File: config.mk
export PLATFORM = sky130hd
export DESIGN_NAME = usbefs_top
export DESIGN_NICKNAME = d
export VERILOG_FILES = /design/src/verilog/usbefs_pkg.sv /design/src/verilog/usbefs_stream_if.sv /design/src/verilog/usbefs_fifo.sv /design/src/verilog/usbefs_top.sv
export VERILOG_INCLUDE_DIRS = /design/src /design/src/verilog
export SDC_FILE = /design/constraint.sdc
export NUM_CORES = 1
export LEC_CHECK = 0
export ABC_AREA = 1
export CAP_MARGIN = 20
export CORE_UTILIZATION = 40
export DETAILED_ROUTE_END_ITERATION = 7
export DONT_BUFFER_PORTS = 1
export PLACE_DENSITY = 0.51
export SLEW_MARGIN = 15
export SYNTH_ARGS = -nofsm -noshare
export SYNTH_HDL_FRONTEND = slang
export SYNTH_SLANG_ARGS = --single-unit
File: constraint.sdc
create_clock -name REF_CLK -period 6 [get_ports REF_CLK]
set_input_delay 1.2 -clock REF_CLK [delete_from_list [all_inputs] [get_ports REF_CLK]]
set_output_delay 1.2 -clock REF_CLK [all_outputs]
set_load 0.05 [all_outputs]
File: src/verilog/usbefs_map.svh
// register offsets, field positions, reset values and sizes of the endpoint status/fifo block
//
// What this block does
// - non-iso endpoints set stall-sent flag after a requested stall went out
// - iso endpoints show read-only crc error of latest reception, refreshed each packet
// - valid setup packet sets setup-received flag and raises endpoint interrupt
// - setting setup-received clears every other bit of the endpoint status
// - storing an OUT packet in bank 0 sets bank-0 received flag
// - while bank-0 flag set, further OUT packets get NAK, iso exempt
// - control endpoints accept an early setup even while bank-0 flag set
// - non-iso endpoints set transmit-complete after host acknowledges an IN packet
// - fifo data port moves one byte per access, write pushes, read pops
// - byte-count low register holds the low eight count bits of selected endpoint
// - byte count equals data bytes received after the data pid
// - count high register holds count bits 10..8 in bits 2..0, rest zero
`ifndef USBEFS_MAP_SVH
`define USBEFS_MAP_SVH

`define USBEFS_ADDR_EP_SELECT 8'hC7
`define USBEFS_ADDR_EP_STATUS 8'hCE
`define USBEFS_ADDR_FIFO_DATA 8'hCF
`define USBEFS_ADDR_COUNT_LOW 8'hE2
`define USBEFS_ADDR_COUNT_HIGH 8'hE3
`define USBEFS_ADDR_EP_INT 8'hF8

`define USBEFS_BIT_TX_COMPLETE 0
`define USBEFS_BIT_OUT_BANK0 1
`define USBEFS_BIT_SETUP 2
`define USBEFS_BIT_STALL_CRC 3

`define USBEFS_NUM_EP 7
`define USBEFS_CNT_W 11
`define USBEFS_FIFO_DEPTH 16
`define USBEFS_BYTE_W 8

`define USBEFS_RST_BYTE 8'h00
`define USBEFS_RST_EP 3'h0
`define USBEFS_RST_COUNT 11'h000

`endif

File: src/verilog/usbefs_pkg.sv
// types shared by the endpoint status/fifo block
`include "usbefs_map.svh"
package usbefs_pkg;
   typedef logic [`USBEFS_BYTE_W-1:0] usbefs_byte_t;
   typedef logic [2:0] usbefs_ep_t;
   typedef logic [`USBEFS_CNT_W-1:0] usbefs_cnt_t;
   typedef logic [`USBEFS_NUM_EP-1:0] usbefs_epmask_t;
   typedef enum logic {USBEFS_RX_IDLE, USBEFS_RX_DATA} usbefs_rx_e;
endpackage

File: src/verilog/usbefs_stream_if.sv
// byte stream with valid/ready between the block's own modules
`timescale 1ns/1ps
interface usbefs_stream_if #(parameter int WIDTH = 8);
   logic [WIDTH-1:0] data;
   logic valid;
   logic ready;
   modport src (output data, output valid, input ready);
   modport snk (input data, input valid, output ready);
endinterface

File: src/verilog/usbefs_fifo.sv
// parameterised fifo with registered read data and valid/ready on both sides
`timescale 1ns/1ps
module usbefs_fifo #(
   parameter int WIDTH = 8,
   parameter int DEPTH = 16
) (
   input wire logic clk,
   input wire logic rst_n,
   usbefs_stream_if.snk wr,
   usbefs_stream_if.src rd
);
   import usbefs_pkg::*;
   localparam int AW = $clog2(DEPTH);
   localparam int CW = $clog2(DEPTH + 1);

   logic [WIDTH-1:0] mem [DEPTH];
   logic [AW-1:0] wr_ptr;
   logic [AW-1:0] rd_ptr;
   logic [CW-1:0] count;
   logic out_valid;
   logic [WIDTH-1:0] out_data;
   logic do_wr;
   logic do_load;

   // the output register counts toward the depth, so full means DEPTH words held
   assign wr.ready = !((count == CW'(DEPTH)) || ((count == CW'(DEPTH - 1)) && out_valid));
   assign do_wr = wr.valid && wr.ready;
   // refill the output register when it is empty or being taken
   assign do_load = (count != '0) && (!out_valid || rd.ready);
   assign rd.valid = out_valid;
   assign rd.data = out_data;

   always_ff @(posedge clk) begin
      if (do_wr) begin
         mem[wr_ptr] <= wr.data;
      end
   end

   always_ff @(posedge clk or negedge rst_n) begin
      if (!rst_n) begin
         wr_ptr <= '0;
         rd_ptr <= '0;
         count <= '0;
      end else begin
         if (do_wr) begin
            wr_ptr <= (wr_ptr == AW'(DEPTH - 1)) ? '0 : wr_ptr + 1'b1;
         end
         if (do_load) begin
            rd_ptr <= (rd_ptr == AW'(DEPTH - 1)) ? '0 : rd_ptr + 1'b1;
         end
         count <= count + CW'(do_wr) - CW'(do_load);
      end
   end

   always_ff @(posedge clk or negedge rst_n) begin
      if (!rst_n) begin
         out_valid <= 1'b0;
         out_data <= '0;
      end else if (do_load) begin
         out_valid <= 1'b1;
         out_data <= mem[rd_ptr];
      end else if (rd.ready) begin
         out_valid <= 1'b0;
      end
   end
endmodule

File: src/verilog/usbefs_top.sv
// endpoint status flags, fifo data port and received byte count of the usb device
`timescale 1ns/1ps
`include "usbefs_map.svh"
module usbefs_top (
   input wire logic REF_CLK,
   input wire logic RST_N,
   input wire usbefs_pkg::usbefs_byte_t SFR_ADDR,
   input wire logic SFR_WR,
   input wire logic SFR_RD,
   input wire usbefs_pkg::usbefs_byte_t SFR_WDATA,
   output usbefs_pkg::usbefs_byte_t SFR_RDATA,
   input wire usbefs_pkg::usbefs_epmask_t EP_ISO,
   input wire usbefs_pkg::usbefs_epmask_t EP_CTRL,
   input wire usbefs_pkg::usbefs_epmask_t EP_INT_EN,
   output logic EP_INT,
   input wire usbefs_pkg::usbefs_ep_t LINK_EP,
   input wire logic LINK_SETUP,
   input wire logic LINK_RX_START,
   input wire logic LINK_RX_VALID,
   input wire usbefs_pkg::usbefs_byte_t LINK_RX_BYTE,
   output logic LINK_RX_READY,
   input wire logic LINK_RX_END,
   input wire logic LINK_CRC_ERR,
   output logic LINK_OUT_NAK,
   input wire logic LINK_STALL_SENT,
   input wire logic LINK_IN_ACK,
   output logic LINK_TX_VALID,
   output usbefs_pkg::usbefs_byte_t LINK_TX_BYTE,
   input wire logic LINK_TX_READY
);
   import usbefs_pkg::*;

   // ***************************************************
   // reset release
   // ***************************************************
   logic rst_meta;
   logic rst_n;

   always_ff @(posedge REF_CLK or negedge RST_N) begin
      if (!RST_N) begin
         rst_meta <= 1'b0;
         rst_n <= 1'b0;
      end else begin
         rst_meta <= 1'b1;
         rst_n <= rst_meta;
      end
   end

   // ***************************************************
   // decoding helpers
   // ***************************************************
   function automatic logic ep_hit(input usbefs_ep_t ep, input int idx);
      ep_hit = (ep == 3'(idx));
   endfunction

   function automatic logic addr_is(input usbefs_byte_t a, input usbefs_byte_t reg_addr);
      addr_is = (a == reg_addr);
   endfunction

   // ***************************************************
   // endpoint select register
   // ***************************************************
   usbefs_ep_t ep_sel;

   always_ff @(posedge REF_CLK or negedge rst_n) begin
      if (!rst_n) begin
         ep_sel <= `USBEFS_RST_EP;
      end else if (SFR_WR && addr_is(SFR_ADDR, `USBEFS_ADDR_EP_SELECT)) begin
         ep_sel <= SFR_WDATA[2:0];
      end
   end

   // ***************************************************
   // data fifos
   // ***************************************************
   usbefs_stream_if #(.WIDTH(`USBEFS_BYTE_W)) rx_in ();
   usbefs_stream_if #(.WIDTH(`USBEFS_BYTE_W)) rx_out ();
   usbefs_stream_if #(.WIDTH(`USBEFS_BYTE_W)) tx_in ();
   usbefs_stream_if #(.WIDTH(`USBEFS_BYTE_W)) tx_out ();

   usbefs_rx_e rx_state;
   logic rx_take;

   assign rx_in.data = LINK_RX_BYTE;
   assign rx_in.valid = LINK_RX_VALID && (rx_state == USBEFS_RX_DATA);
   assign LINK_RX_READY = rx_in.ready;
   assign rx_take = rx_in.valid && rx_in.ready;

   // firmware read of the data port pops one byte, write pushes one
   assign rx_out.ready = SFR_RD && addr_is(SFR_ADDR, `USBEFS_ADDR_FIFO_DATA);
   assign tx_in.valid = SFR_WR && addr_is(SFR_ADDR, `USBEFS_ADDR_FIFO_DATA);
   assign tx_in.data = SFR_WDATA;

   assign LINK_TX_VALID = tx_out.valid;
   assign LINK_TX_BYTE = tx_out.data;
   assign tx_out.ready = LINK_TX_READY;

   usbefs_fifo #(.WIDTH(`USBEFS_BYTE_W), .DEPTH(`USBEFS_FIFO_DEPTH)) u_rx_fifo (
      .clk(REF_CLK),
      .rst_n(rst_n),
      .wr(rx_in.snk),
      .rd(rx_out.src)
   );

   usbefs_fifo #(.WIDTH(`USBEFS_BYTE_W), .DEPTH(`USBEFS_FIFO_DEPTH)) u_tx_fifo (
      .clk(REF_CLK),
      .rst_n(rst_n),
      .wr(tx_in.snk),
      .rd(tx_out.src)
   );

   // ***************************************************
   // packet reception and byte count
   // ***************************************************
   usbefs_cnt_t rx_count;
   usbefs_cnt_t ep_count [`USBEFS_NUM_EP];

   always_ff @(posedge REF_CLK or negedge rst_n) begin
      if (!rst_n) begin
         rx_state <= USBEFS_RX_IDLE;
      end else begin
         unique case (rx_state)
            USBEFS_RX_IDLE: begin
               if (LINK_RX_START && !LINK_OUT_NAK) begin
                  rx_state <= USBEFS_RX_DATA;
               end
            end
            USBEFS_RX_DATA: begin
               if (LINK_RX_END) begin
                  rx_state <= USBEFS_RX_IDLE;
               end
            end
         endcase
      end
   end

   // only bytes after the data pid reach this port, so each taken byte counts
   always_ff @(posedge REF_CLK or negedge rst_n) begin
      if (!rst_n) begin
         rx_count <= `USBEFS_RST_COUNT;
      end else if (LINK_RX_START) begin
         rx_count <= `USBEFS_RST_COUNT;
      end else if (rx_take) begin
         rx_count <= rx_count + 1'b1;
      end
   end

   logic rx_done;
   logic rx_good;
   assign rx_done = LINK_RX_END && (rx_state == USBEFS_RX_DATA);
   assign rx_good = rx_done && !LINK_CRC_ERR;

   // ***************************************************
   // per-endpoint status flags
   // ***************************************************
   usbefs_epmask_t f_stall;
   usbefs_epmask_t f_setup;
   usbefs_epmask_t f_out;
   usbefs_epmask_t f_txc;
   usbefs_epmask_t ep_event;
   logic status_wr;

   assign status_wr = SFR_WR && addr_is(SFR_ADDR, `USBEFS_ADDR_EP_STATUS);

   // a non-iso bank already holding data refuses new OUT data, setups to control endpoints excepted
   assign LINK_OUT_NAK = f_out[LINK_EP] && !EP_ISO[LINK_EP]
                         && !(LINK_SETUP && EP_CTRL[LINK_EP]);

   genvar gi;
   generate
      for (gi = 0; gi < `USBEFS_NUM_EP; gi++) begin : g_ep
         logic here;
         logic sel_wr;
         logic set_setup;
         logic set_out;
         logic set_stall;
         logic set_txc;

         assign here = ep_hit(LINK_EP, gi);
         assign sel_wr = status_wr && ep_hit(ep_sel, gi);
         assign set_setup = rx_good && here && LINK_SETUP && EP_CTRL[gi];
         assign set_out = rx_good && here && !LINK_SETUP;
         assign set_stall = LINK_STALL_SENT && here && !EP_ISO[gi];
         assign set_txc = LINK_IN_ACK && here && !EP_ISO[gi];

         // firmware writes 0 to clear a flag; a hardware set in that cycle wins
         always_ff @(posedge REF_CLK or negedge rst_n) begin
            if (!rst_n) begin
               f_setup[gi] <= 1'b0;
            end else if (set_setup) begin
               f_setup[gi] <= 1'b1;
            end else if (sel_wr && !SFR_WDATA[`USBEFS_BIT_SETUP]) begin
               f_setup[gi] <= 1'b0;
            end
         end

         always_ff @(posedge REF_CLK or negedge rst_n) begin
            if (!rst_n) begin
               f_out[gi] <= 1'b0;
            end else if (set_setup) begin
               f_out[gi] <= 1'b0;
            end else if (set_out) begin
               f_out[gi] <= 1'b1;
            end else if (sel_wr && !SFR_WDATA[`USBEFS_BIT_OUT_BANK0]) begin
               f_out[gi] <= 1'b0;
            end
         end

         always_ff @(posedge REF_CLK or negedge rst_n) begin
            if (!rst_n) begin
               f_txc[gi] <= 1'b0;
            end else if (set_setup) begin
               f_txc[gi] <= 1'b0;
            end else if (set_txc) begin
               f_txc[gi] <= 1'b1;
            end else if (sel_wr && !SFR_WDATA[`USBEFS_BIT_TX_COMPLETE]) begin
               f_txc[gi] <= 1'b0;
            end
         end

         // iso endpoints: read-only crc flag, refreshed on every reception
         always_ff @(posedge REF_CLK or negedge rst_n) begin
            if (!rst_n) begin
               f_stall[gi] <= 1'b0;
            end else if (set_setup) begin
               f_stall[gi] <= 1'b0;
            end else if (EP_ISO[gi]) begin
               if (rx_done && here) begin
                  f_stall[gi] <= LINK_CRC_ERR;
               end
            end else if (set_stall) begin
               f_stall[gi] <= 1'b1;
            end else if (sel_wr && !SFR_WDATA[`USBEFS_BIT_STALL_CRC]) begin
               f_stall[gi] <= 1'b0;
            end
         end

         always_ff @(posedge REF_CLK or negedge rst_n) begin
            if (!rst_n) begin
               ep_count[gi] <= `USBEFS_RST_COUNT;
            end else if (rx_done && here) begin
               ep_count[gi] <= rx_count + usbefs_cnt_t'(rx_take);
            end
         end

         assign ep_event[gi] = f_stall[gi] || f_setup[gi] || f_out[gi] || f_txc[gi];
      end
   endgenerate

   // ***************************************************
   // endpoint interrupt
   // ***************************************************
   always_ff @(posedge REF_CLK or negedge rst_n) begin
      if (!rst_n) begin
         EP_INT <= 1'b0;
      end else begin
         EP_INT <= |(ep_event & EP_INT_EN);
      end
   end

   // ***************************************************
   // register read port
   // ***************************************************
   usbefs_byte_t next_rdata;
   usbefs_byte_t status_byte;
   usbefs_cnt_t sel_count;

   assign sel_count = ep_count[ep_sel];

   always_comb begin
      status_byte = `USBEFS_RST_BYTE;
      status_byte[`USBEFS_BIT_STALL_CRC] = f_stall[ep_sel];
      status_byte[`USBEFS_BIT_SETUP] = f_setup[ep_sel];
      status_byte[`USBEFS_BIT_OUT_BANK0] = f_out[ep_sel];
      status_byte[`USBEFS_BIT_TX_COMPLETE] = f_txc[ep_sel];
   end

   always_comb begin
      next_rdata = `USBEFS_RST_BYTE;
      unique case (SFR_ADDR)
         `USBEFS_ADDR_EP_SELECT: begin
            next_rdata = {5'h00, ep_sel};
         end
         `USBEFS_ADDR_EP_STATUS: begin
            next_rdata = status_byte;
         end
         `USBEFS_ADDR_FIFO_DATA: begin
            next_rdata = rx_out.valid ? rx_out.data : `USBEFS_RST_BYTE;
         end
         `USBEFS_ADDR_COUNT_LOW: begin
            next_rdata = sel_count[7:0];
         end
         `USBEFS_ADDR_COUNT_HIGH: begin
            next_rdata = {5'h00, sel_count[10:8]};
         end
         `USBEFS_ADDR_EP_INT: begin
            next_rdata = {1'b0, ep_event};
         end
         default: begin
            next_rdata = `USBEFS_RST_BYTE;
         end
      endcase
   end

   always_ff @(posedge REF_CLK or negedge rst_n) begin
      if (!rst_n) begin
         SFR_RDATA <= `USBEFS_RST_BYTE;
      end else if (SFR_RD) begin
         SFR_RDATA <= next_rdata;
      end
   end
endmodule

==> results of run 1 <==
## report_power, final
part	total [mW]	internal, mW	switching (mW)
sequential	3.71	3.40	0.310
clock	2.83	1.61	1.22
combinational	1.62	0.512	1.10
## layout make-up
type / instances / area, sq um
timing repair buffer: 22 / 170
clock inverter: 26 / 176
tap: 664 / 831
sequential: 431 / 12100
clock buffer: 63 / 1340
multi-input combinational: 1398 / 6810
inverter: 153 / 574
fill: 4727 / 27000
## metal layers
layer / part of all wire [%] / GRT usage [%] / routed length, microns / vias to the layer above
met1: 47 / 31.4 / 25700 / 7043
met2: 45 / 35.0 / 24900 / 388
met4: 2.5 / 6.76 / 1380 / 4
li1: - / - / - / 6972
met5: 0.051 / 0 / 28 / -
met3: 5.4 / 3.62 / 3000 / 102
## sequential cells by signal (all words and copies together) (netlist names)
signal,count
f_setup,7
f_out,7
rx_count,11
u_tx_fifo.rd_ptr,4
u_tx_fifo.rd.data,8
f_stall,7
u_rx_fifo.wr_ptr,4
u_rx_fifo.rd_ptr,4
ep_sel,3
f_txc,7
u_rx_fifo.rd.valid,1
SFR_RDATA,8
ep_count,77
rx_state,1
u_rx_fifo.count,5
u_rx_fifo.rd.data,8
u_rx_fifo.mem,128
rst_n,1
u_tx_fifo.wr_ptr,4
u_tx_fifo.rd.valid,1
u_tx_fifo.mem,128
EP_INT,1
rst_meta,1
u_tx_fifo.count,5
## synth_stat cells (2+ instances only)
master,n
sky130_fd_sc_hd__buf_2,32
sky130_fd_sc_hd__a21boi_1,6
sky130_fd_sc_hd__nand4_1,35
sky130_fd_sc_hd__clkbuf_1,38
sky130_fd_sc_hd__nor2_4,9
sky130_fd_sc_hd__clkinv_1,4
sky130_fd_sc_hd__fa_1,2
sky130_fd_sc_hd__nor2_2,10
sky130_fd_sc_hd__nand2_1,438
sky130_fd_sc_hd__nor3_1,16
sky130_fd_sc_hd__inv_2,26
sky130_fd_sc_hd__nand3_1,92
sky130_fd_sc_hd__nor3b_1,2
sky130_fd_sc_hd__nand2_2,8
sky130_fd_sc_hd__o21ai_1,73
sky130_fd_sc_hd__a21oi_1,33
sky130_fd_sc_hd__buf_4,8
sky130_fd_sc_hd__ha_1,27
sky130_fd_sc_hd__xnor2_1,3
sky130_fd_sc_hd__nor2_8,3
sky130_fd_sc_hd__and3_1,2
sky130_fd_sc_hd__edfxtp_1,256
sky130_fd_sc_hd__nor3_2,2
sky130_fd_sc_hd__a22oi_1,4
sky130_fd_sc_hd__o22ai_1,27
sky130_fd_sc_hd__a21boi_0,2
sky130_fd_sc_hd__buf_6,4
sky130_fd_sc_hd__nand3b_1,2
sky130_fd_sc_hd__dfrtp_1,175
sky130_fd_sc_hd__inv_1,123
sky130_fd_sc_hd__nor2_1,326
sky130_fd_sc_hd__nor4_1,2
sky130_fd_sc_hd__o211ai_1,37
sky130_fd_sc_hd__o21ai_2,10
sky130_fd_sc_hd__xor2_1,18
sky130_fd_sc_hd__o21ai_0,198
## through the flow
step,hold WS [ns],cell area (sq um)
floorplan,0.331,19900
global placement,0.341,20400
detailed placement,0.346,20400
CTS,0.267,21900
global route,0.277,22000
finish,0.304,22000
## path summary, 6_finish.rpt
check                                             startpoint                               to  slack (ns)  depth (start not counted)
worst max-delay path                              LINK_EP[1]                     LINK_OUT_NAK        2.52                          6
worst min-delay path                                   RST_N                  rst_n$_DFF_PN0_        0.30                          0
worst max register to register  u_rx_fifo.count[2]$_DFF_PN0_         ep_count[41]$_DFFE_PN0P_        2.58                         13
worst min register to register            rst_meta$_DFF_PN0_                  rst_n$_DFF_PN0_        0.35                          0
max in group asynchronous                    rst_n$_DFF_PN0_  u_rx_fifo.rd_ptr[0]$_DFFE_PN0P_        4.16                          1
min in group REF_CLK                      rst_meta$_DFF_PN0_                  rst_n$_DFF_PN0_        0.35                          0
## critical path, cell delays in order
cell	delay, ns
sky130_fd_sc_hd__inv_2	0.03
sky130_fd_sc_hd__nand2_2	0.12
sky130_fd_sc_hd__o21ai_0	0.11
sky130_fd_sc_hd__nor3_1	0.20
sky130_fd_sc_hd__nand3_1	0.19
sky130_fd_sc_hd__nand2_1	0.42
## logic make-up after synthesis
group           count (synthesis)  share of synthesized area (%)
compound gates                395                           11.1
xor+xnor                       22                           1.01
buf+inv                       236                           4.97
fa+ha+maj                      29                           1.90
other cells                     1                         0.0189
flops                         431                           60.8
simple gates                  951                           20.2
==> results.txt, run 1 <==
----------------------------------------------------
[Yosys]
  Main flop type after synthesis ... sky130_fd_sc_hd__edfxtp_1
  Average size of a mapped cell ... 9.61 sq um
  Yosys top cell by area ... sky130_fd_sc_hd__edfxtp_1
  Synth async-reset ratio ... 40.6%
  Share of the yosys chip area belonging to registers ... 60.8%
  Netlist cell types ... 48
  Synthesis warning total ... 0
  Area fraction of the dominant cell type after synthesis ... 38.7%
  Number of enable-type register cells in the synthesized netlist ... 256
  Area contributors post-synth ... sky130_fd_sc_hd__edfxtp_1 39%, sky130_fd_sc_hd__dfrtp_1 22%, sky130_fd_sc_hd__nand2_1 8.3%
  Gate count after technology mapping ... 2065
  Post-synth net total ... 2154
  Total standard cell area after synthesis ... 0.0199 sq mm
  Number of flip-flops and latches in the synthesized netlist ... 431

[Die]
  Initial Util ... 40.6%
  Die height ... 225 microns
  Die extent in x ... 225 microns
  Overall die area ... 0.0505 sq mm
  Number of rows in the core area ... 81
  Core region area ... 0.0490 sq mm
  # IOs ... 80

[Global route]
  Antenna violations before repair ... 1
  Overall fraction of global-route tracks in use ... 22.2%
  Number of global-route vias before repair ... 14400
  Maximum number of pins on one net before global-route repair ... 69
  Residual overflow from global routing ... 0
  First-pass GRT wire length ... 85300 microns

[Drt]
  Detail-routed net length per standard cell ... 20.0 microns
  Via Count ... 14500
  Remaining routing DRC violations ... 0
  Drt total wl ... 55100 microns
  First-iteration detailed-routing DRC count ... 1115
  Pre-antenna DRT Iters ... 5
  Number of antenna-violating nets in the routed design ... 0
  Via density per instance ... 5.26

[Clock tree]
  Root cell of the clock tree ... sky130_fd_sc_hd__clkbuf_16
  TritonCTS clock tree ... built
  CTS Hold Bufs ... 0
  Num Clock Sinks ... 431
  Post-CTS Resized ... 0
  H-Tree Depth ... 2
  Setup bufs post-CTS ... 0
  Clock transition at the registers of the reported paths ... 0.05 ns
  Maximum count of clock buffers along a single path ... 3
  Source-to-sink clock delay at the later pin of the worst-skew pair ... 0.60 ns
  Number of buffers inserted during clock tree synthesis ... 48

[Cells and area]
  Core utilization of the finished layout ... 44.9%
  Area delta synth->final ... 10.7%
  Final layout net count ... 2143
  Antenna diode count ... 0
  Share of cells above drive strength 1 ... 8.22%
  Final std cells w/o fill ... 2757
  Commonest non-fill, non-tap cells in the layout ... 438 x sky130_fd_sc_hd__nand2_1, 326 x sky130_fd_sc_hd__nor2_1, 256 x sky130_fd_sc_hd__edfxtp_1, 198 x sky130_fd_sc_hd__o21ai_0, 172 x sky130_fd_sc_hd__dfrtp_1
  Leading cell type in the layout, fill and taps excluded ... sky130_fd_sc_hd__nand2_1

[Critical path]
  Required arrival time at the worst endpoint ... 4.80 ns
  Startpoint Class ... primary input
  WP data arrival ... 2.28 ns
  Kind of critical path ... in2out
  Max Fanout on Critical Path ... 5
  Type of destination of the critical path ... output port

[Placed design]
  RePlAce Congestion ... 0.889
  Pre-CTS setup slack ... 2.14 ns
  Number of port buffers ... 0
  Detailed-placement wirelength estimate ... 36100 microns
  Post-placement cell count ... 2665

[STA]
  Crit share post-route ... 57.9%
  Fmax ... 288 MHz
  Measured slew at the worst slew-check pin ... 1.06 ns
  Fin. max-slew vios ... 0
  Setup TNS Final ... 0 ns
  Unrepaired setup endpoints after global routing ... false
  Max Clock Skew ... 0.0232 ns
  Crit path setup slack, layout ... 2.52 ns
  Slew headroom ... 28.5%
  Hold Fails Final Rpt ... 0
  Clock period minus worst slack ... 3.48 ns
  Final setup violation count ... 0

[Hold path]
  Min-delay worst type ... in2async

[Pwr]
  Pwr Density ... 371 mW/mm^2
  Leakage power ... 8.64 nW
  Final total power ... 8.16 mW
  Maximum resistive drop on vdd ... 249 uV

[Status]
  Result of the run ... complete, no violations

[Flow run]
  Count of max-cap constraint violations ... 0

----------------------------------------------------
(Power assumes the default switching activity.)
==> run 2: changes to the inputs <==
==> constraint.sdc (replaced) <==
create_clock -name REF_CLK -period 3.3 [get_ports REF_CLK]
set_input_delay 0.66 -clock REF_CLK [delete_from_list [all_inputs] [get_ports REF_CLK]]
set_output_delay 0.66 -clock REF_CLK [all_outputs]
set_load 0.05 [all_outputs]
==> run 2 against run 1 <==
Setup slack worse by 1.9 ns. Via count is 0.35% higher. Worst hold slack worse by 0.14 ns. Flip-flop and latch count stayed put. Cell area is 1.4% higher. Utilization is 0.62 points higher. Cell count is 1.1% higher. Critical path depth is 5 higher. Largest cell class unchanged. Largest power group unchanged.
==> results.txt, run 2 (synthesized netlist as in run 1, its figures left out) <==
----------------------------------------------------
[Status]
  Result of the run ... complete, no violations

[Pwr]
  Leakage power ... 8.81 nW
  Sequential cell fraction of total power ... 44.6%
  Maximum resistive drop on vdd ... 441 uV
  Sw frac ... 31.7%
  Combinational Power Share ... 19.7%
  Proportion of power drawn by the clock network ... 35.7%
  Internal ... 10.3 mW
  Psw ... 4.78 mW
  Pwr Density ... 677 mW/mm^2

[Drt]
  Detail-routed net length per standard cell ... 19.8 microns
  Pre-antenna DRT Iters ... 5
  Drt total wl ... 55100 microns
  Via Count ... 14600
  Remaining routing DRC violations ... 0
  First-iteration detailed-routing DRC count ... 1086
  Via density per instance ... 5.22
  Number of antenna-violating nets in the routed design ... 0

[Critical path]
  Register-to-register path setup slack ... 0.60 ns
  Required arrival time at the worst endpoint ... 3.73 ns
  Type of destination of the critical path ... register
  Library cell contributing the largest single delay on the critical path ... sky130_fd_sc_hd__xor2_1
  Delay of the slowest critical-path stage ... 0.53 ns
  Max Fanout on Critical Path ... 7
  Startpoint Class ... register
  CP Cell Sequence ... inv_1 -> ha_1 -> nand4_1 -> nand4_1 -> inv_1 -> ha_1 -> ha_1 -> inv_1 -> nor3_2 -> xor2_1 -> o21ai_1
  WP data arrival ... 3.13 ns
  Kind of critical path ... reg2reg

[Clock tree]
  Maximum count of clock buffers along a single path ... 3
  Number of buffers inserted during clock tree synthesis ... 48
  Num Clock Sinks ... 431
  Source-to-sink clock delay at the later pin of the worst-skew pair ... 0.59 ns
  Root cell of the clock tree ... sky130_fd_sc_hd__clkbuf_16
  Clock transition at the registers of the reported paths ... 0.06 ns
  H-Tree Depth ... 2
  TritonCTS clock tree ... built

[Cells and area]
  Area delta synth->final ... 12.2%
  Share of cells above drive strength 1 ... 9.37%
  Final layout net count ... 2174
  Number of filler instances in the final layout ... 4669
  Commonest non-fill, non-tap cells in the layout ... 438 x sky130_fd_sc_hd__nand2_1, 326 x sky130_fd_sc_hd__nor2_1, 256 x sky130_fd_sc_hd__edfxtp_1, 198 x sky130_fd_sc_hd__o21ai_0, 171 x sky130_fd_sc_hd__dfrtp_1
  Leading cell type in the layout, fill and taps excluded ... sky130_fd_sc_hd__nand2_1
  Largest registers ... u_rx_fifo.mem (128), u_tx_fifo.mem (128), ep_count (77)

[Global route]
  Overall fraction of global-route tracks in use ... 22.2%
  Routing usage on met2 ... 34.1%
  Maximum number of pins on one net before global-route repair ... 67
  First-pass GRT wire length ... 85200 microns
  Global route hottest layer ... met2
  Number of global-route vias before repair ... 14200
  Residual overflow from global routing ... 0
  Met3 layer usage reported by global route ... 3.37%
  Met1 capacity usage during global routing ... 32.3%
  Antenna violations before repair ... 1

[STA]
  Final setup violation count ... 0
  Clock period minus worst slack ... 2.70 ns
  Crit path setup slack, layout ... 0.598 ns
  Unrepaired setup endpoints after global routing ... false
  Measured slew at the worst slew-check pin ... 0.941 ns
  Fmax ... 370 MHz
  Fin. max-slew vios ... 0
  Hold Fails Final Rpt ... 0
  Setup TNS Final ... 0 ns
  Slew headroom ... 36.7%
  Max Clock Skew ... 0.0163 ns
  Crit share post-route ... 81.9%

[Die]
  # IOs ... 80
  Die extent in x ... 225 microns
  Core region area ... 0.0490 sq mm
  Overall die area ... 0.0505 sq mm
  Number of rows in the core area ... 81
  Die height ... 225 microns
  Initial Util ... 40.6%

[Hold path]
  Min-delay worst type ... in2reg

[Flow run]
  Count of max-cap constraint violations ... 0

[Placed design]
  RePlAce Congestion ... 0.911
  Detailed-placement wirelength estimate ... 36800 microns
  Pre-CTS setup slack ... 0.392 ns
  Number of port buffers ... 0

----------------------------------------------------
-- run 2: cell types whose count changed in the layout (fill, tap and decap cells not counted), moves of 3 or more --
| cell | previous run | this run |
|---|---|---|
| sky130_fd_sc_hd__clkinv_1 | 16 | 12 |
| sky130_fd_sc_hd__buf_4 | 18 | 50 |
| sky130_fd_sc_hd__clkbuf_1 | 7 | 13 |
| sky130_fd_sc_hd__buf_2 | 3 | 0 |
| sky130_fd_sc_hd__bufinv_16 | 1 | 4 |
| sky130_fd_sc_hd__clkinv_2 | 9 | 5 |
-- run 2: final timing paths --
path	to	startpoint	cells after the start
worst max-delay path	ep_count[17]$_DFFE_PN0P_	u_rx_fifo.count[2]$_DFF_PN0_	11
worst min-delay path	u_tx_fifo.mem[12][6]$_DFFE_PP_	SFR_WDATA[6]	0
worst max register to register	ep_count[17]$_DFFE_PN0P_	u_rx_fifo.count[2]$_DFF_PN0_	11
worst min register to register	rst_n$_DFF_PN0_	rst_meta$_DFF_PN0_	0
max in group asynchronous	rx_count[3]$_DFFE_PN0P_	rst_n$_DFF_PN0_	2
min in group asynchronous	rst_meta$_DFF_PN0_	RST_N	1
-- run 2: final cells by class --
class                           count  area (sq um)  area share, %
Tap cell                          664           831           3.73
Clock buffer                       69          1360           6.11
Sequential cell                   431         12100           54.2
Multi-Input combinational cell   1398          6800           30.5
Clock inverter                     19           204          0.916
Antenna cell                        1          2.50         0.0112
Timing Repair Buffer               53           425           1.91
Inverter                          153           574           2.58
-- run 2: worst max-delay path: cells and delay by family, from the launching register on --
| family | cells | cell delay, ns |
|---|---|---|
| XOR/XNOR | 1 | 0.53 |
| AO/OA/AOI/OAI | 1 | 0.12 |
| AND/OR/NAND/NOR | 3 | 0.48 |
| adder cells (fa/ha/maj) | 3 | 0.65 |
| buffers and inverters | 3 | 0.38 |
| flip-flops | 1 | 0.39 |
-- run 2: power by group through the flow --
stage,combinational [mW],clock (mW),sequential (mW)
6_report,2.97,5.39,6.73
5_1_grt,3.39,5.67,6.79
4_1_cts,2.99,5.50,6.73
3_5_place_dp,2.98,0,6.83
3_3_place_gp,2.95,0,6.82
2_1_floorplan,2.21,0,6.73
-- run 2: layer usage --
layer | routed length (microns) | up-vias
met2 | 24400 | 332
met3 | 2640 | 84
met4 | 1280 | 0
li1 | - | 7021
met5 | 0 | -
met1 | 26800 | 7123
-- run 2: metrics by stage --
stage          std cells  util, %  power (mW)  hold WS (ns)  area (sq um)
2_1_floorplan       2065        -        8.94         0.331         19900
3_3_place_gp        2698     42.3        9.77         0.336         20700
3_5_place_dp        2698     42.3        9.81         0.338         20700
4_1_cts             2787     45.5        15.2         0.134         22300
5_1_grt             2787     45.5        15.8         0.138         22300
6_report            2788     45.5        15.1         0.168         22300
-- run 2: timing repair --
item	4_1_cts	5_1_grt
gates resized for setup	0	0
setup buffers	0	0
hold buffers	1	0
hold endpoints to repair	2	0
==> run 3: changes to the inputs <==
--- a/config.mk
+++ b/config.mk
@@ -6,7 +6,7 @@
 export SDC_FILE = /design/constraint.sdc
 export NUM_CORES = 1
 export LEC_CHECK = 0
-export ABC_AREA = 1
+export ABC_AREA = 0
 export CAP_MARGIN = 20
 export CORE_UTILIZATION = 40
 export DETAILED_ROUTE_END_ITERATION = 7
==> constraint.sdc (replaced) <==
create_clock -name REF_CLK -period 2.6 [get_ports REF_CLK]
set_input_delay 0.52 -clock REF_CLK [delete_from_list [all_inputs] [get_ports REF_CLK]]
set_output_delay 0.52 -clock REF_CLK [all_outputs]
set_load 0.05 [all_outputs]
==> run 3 against run 2 <==
Clock skew about the same. Synthesized area down 4.8%. Worst hold slack lost 0.13 ns. Register-to-register slack got worse by 0.42 ns. Setup slack worse by 0.45 ns. Sequential power up 34%. Cell count down 29%. Clock power grew 21%. Flip-flop and latch count stayed put. Synthesized cell count down 37%. Largest cell class unchanged. Highest routed layer unchanged.
==> results.txt, run 3 <==
----------------------------------------------------
[Status]
  Result of the run ... complete, no violations

[Critical path]
  Library cell contributing the largest single delay on the critical path ... sky130_fd_sc_hd__o21a_1
  Required arrival time at the worst endpoint ... 2.08 ns
  Delay of the slowest critical-path stage ... 0.55 ns
  Max Fanout on Critical Path ... 3
  Kind of critical path ... reg2out
  WP data arrival ... 1.93 ns
  Type of destination of the critical path ... output port
  CP Cell Sequence ... inv_1 -> ha_1 -> nand4bb_1 -> o21a_1
  Startpoint Class ... register

[STA]
  Measured slew at the worst slew-check pin ... 0.662 ns
  Hold Fails Final Rpt ... 0
  Clock period minus worst slack ... 2.45 ns
  Crit share post-route ... 94.3%
  Fin Hold WS ... 0.0382 ns
  Slew headroom ... 55.9%
  Max Clock Skew ... 0.0165 ns
  Fmax ... 408 MHz
  Fin. max-slew vios ... 0
  Final setup violation count ... 0
  Setup TNS Final ... 0 ns

[Yosys]
  Number of enable-type register cells in the synthesized netlist ... 256
  Post-synth net total ... 1381
  Main flop type after synthesis ... sky130_fd_sc_hd__edfxtp_1
  Share of the yosys chip area belonging to registers ... 63.8%
  Synthesis warning total ... 0
  Gate count after technology mapping ... 1292
  Average size of a mapped cell ... 14.6 sq um
  Total standard cell area after synthesis ... 0.0189 sq mm
  Most frequently used cell type in the post-synthesis netlist ... sky130_fd_sc_hd__edfxtp_1
  Number of flip-flops and latches in the synthesized netlist ... 431
  Synth async-reset ratio ... 40.6%
  Area fraction of the dominant cell type after synthesis ... 40.7%
  Commonest cells in the synthesized netlist ... 256 x sky130_fd_sc_hd__edfxtp_1, 175 x sky130_fd_sc_hd__dfrtp_1, 121 x sky130_fd_sc_hd__nor2_1
  Yosys top cell by area ... sky130_fd_sc_hd__edfxtp_1
  Area contributors post-synth ... sky130_fd_sc_hd__edfxtp_1 41%, sky130_fd_sc_hd__dfrtp_1 23%, sky130_fd_sc_hd__mux4_2 11%
  Netlist cell types ... 63

[Cells and area]
  Share of cells above drive strength 1 ... 22.4%
  Largest registers ... u_rx_fifo.mem (128), u_tx_fifo.mem (128), ep_count (77)
  Number of filler instances in the final layout ... 4034
  Area delta synth->final ... 14.8%
  Antenna diode count ... 0
  Leading cell type in the layout, fill and taps excluded ... sky130_fd_sc_hd__edfxtp_1
  Final layout net count ... 1438
  Final non-filler cell area ... 0.0217 sq mm
  Commonest non-fill, non-tap cells in the layout ... 256 x sky130_fd_sc_hd__edfxtp_1, 171 x sky130_fd_sc_hd__dfrtp_1, 117 x sky130_fd_sc_hd__nor2_1, 93 x sky130_fd_sc_hd__mux4_2, 87 x sky130_fd_sc_hd__a21oi_1
  Area used by multi-input combinational logic ... 0.00645 sq mm
  Reg area ... 0.0121 sq mm

[Die]
  Die height ... 219 microns
  Overall die area ... 0.0481 sq mm
  Die extent in x ... 219 microns
  Core region area ... 0.0466 sq mm
  Initial Util ... 40.6%
  Number of rows in the core area ... 79
  # IOs ... 80

[Global route]
  Maximum number of pins on one net before global-route repair ... 75
  Overall fraction of global-route tracks in use ... 19.8%
  Antenna violations before repair ... 0
  First-pass GRT wire length ... 71100 microns
  Number of global-route vias before repair ... 11300
  Residual overflow from global routing ... 0

[Pwr]
  Sequential cell fraction of total power ... 47.0%
  Combinational Power Share ... 19.0%
  Internal ... 13.8 mW
  Psw ... 5.39 mW
  Leakage power ... 7.77 nW
  Sw frac ... 28.1%
  Final total power ... 19.2 mW
  Pwr Density ... 882 mW/mm^2
  Maximum resistive drop on vdd ... 859 uV
  Proportion of power drawn by the clock network ... 34.0%

[Drt]
  First-iteration detailed-routing DRC count ... 807
  Number of antenna-violating nets in the routed design ... 0
  Remaining routing DRC violations ... 0
  Via density per instance ... 5.53
  Via Count ... 11000
  Top routing layer used ... met4
  Pre-antenna DRT Iters ... 5
  Detail Route met3 WL ... 2650 microns
  Wire length the detailed router placed on met1 ... 20800 microns
  Detail-routed net length per standard cell ... 23.1 microns
  Sum of met2 wire segment lengths after detailed routing ... 21600 microns
  Drt total wl ... 46000 microns

[Clock tree]
  H-Tree Depth ... 2
  Clock transition at the registers of the reported paths ... 0.06 ns
  Number of buffers inserted during clock tree synthesis ... 47
  Maximum count of clock buffers along a single path ... 3
  Setup bufs post-CTS ... 0
  Num Clock Sinks ... 431
  Source-to-sink clock delay at the later pin of the worst-skew pair ... 0.57 ns
  TritonCTS clock tree ... built
  Root cell of the clock tree ... sky130_fd_sc_hd__clkbuf_16

[Placed design]
  Number of port buffers ... 0
  Detailed-placement wirelength estimate ... 31500 microns
  Standard cell area after detailed placement ... 0.0201 sq mm
  RePlAce Congestion ... 0.853

[Hold path]
  Min-delay worst type ... in2reg

[Flow run]
  Count of max-cap constraint violations ... 0

----------------------------------------------------
[run 3: per-layer routing]
layer	global-route usage, %	vias to the layer above
met4	5.28	0
li1	-	5062
met5	0	-
met2	31.5	228
met3	4.42	62
met1	27.5	5663
[run 3: logic make-up after synthesis]
| group | Yosys count | synth area share [%] |
|---|---|---|
| simple gates | 318 | 8.45 |
| compound gates | 210 | 6.88 |
| mux | 156 | 14.7 |
| fa+ha+maj | 29 | 2.00 |
| other cells | 1 | 0.0198 |
| xor+xnor | 31 | 1.44 |
| flops | 431 | 63.8 |
| buf+inv | 116 | 2.65 |
[run 3: worst max-delay path, delay by kind of cell, from the launching register on]
family | cells | cell delay [ns]
compound gates | 1 | 0.55
flops | 1 | 0.37
fa+ha+maj | 1 | 0.21
simple gates | 1 | 0.15
buf+inv | 1 | 0.08
[run 3: final cells by class]
cell class,count,area share (%)
Clock buffer,62,6.10
Timing Repair Buffer,76,3.39
Tap cell,607,3.50
Sequential cell,431,55.6
Multi-Input combinational cell,745,29.7
Inverter,48,0.830
Clock inverter,24,0.824
[run 3: final timing paths]
path,depth (start not counted),endpoint,startpoint,slack [ns]
max in group asynchronous,1,u_rx_fifo.rd_ptr[0]$_DFFE_PN0P_,rst_n$_DFF_PN0_,1.49
min in group asynchronous,1,rst_n$_DFF_PN0_,RST_N,0.18
worst min-delay path,1,SFR_RDATA[6]$_DFFE_PN0P_,SFR_RD,0.04
worst min register to register,0,f_stall[2]$_DFFE_PN0P_,rst_n$_DFF_PN0_,0.29
worst max-delay path,4,LINK_RX_READY,u_rx_fifo.count[2]$_DFF_PN0_,0.15
worst max register to register,14,u_tx_fifo.count[4]$_DFF_PN0_,u_tx_fifo.count[2]$_DFF_PN0_,0.18
[run 3: power groups by stage]
stage | combinational (mW) | sequential (mW) | clock, mW
3_5_place_dp | 3.64 | 9.14 | 0
2_1_floorplan | 2.89 | 8.88 | 0
5_1_grt | 4.02 | 9.13 | 6.92
6_report | 3.64 | 9.01 | 6.50
3_3_place_gp | 3.61 | 9.11 | 0
4_1_cts | 3.68 | 9.01 | 6.67
[run 3: metrics by stage]
step                      setup WS (ns)  std cells  utilization [%]
final                             0.149       1993             46.6
after global routing            -0.0107       1993             46.6
after CTS                       0.00139       1993             46.6
after detailed placement         0.0382       1901             43.2
after global placement            0.125       1901             43.2
after floorplan                 -0.0874       1292                -
[run 3: repair_timing]
action                                 in CTS  in global routing
resized for setup                           0                  5
endpoints found under the hold margin      21                  0
hold buffers                                6                  0
setup endpoints to repair                   0                 39
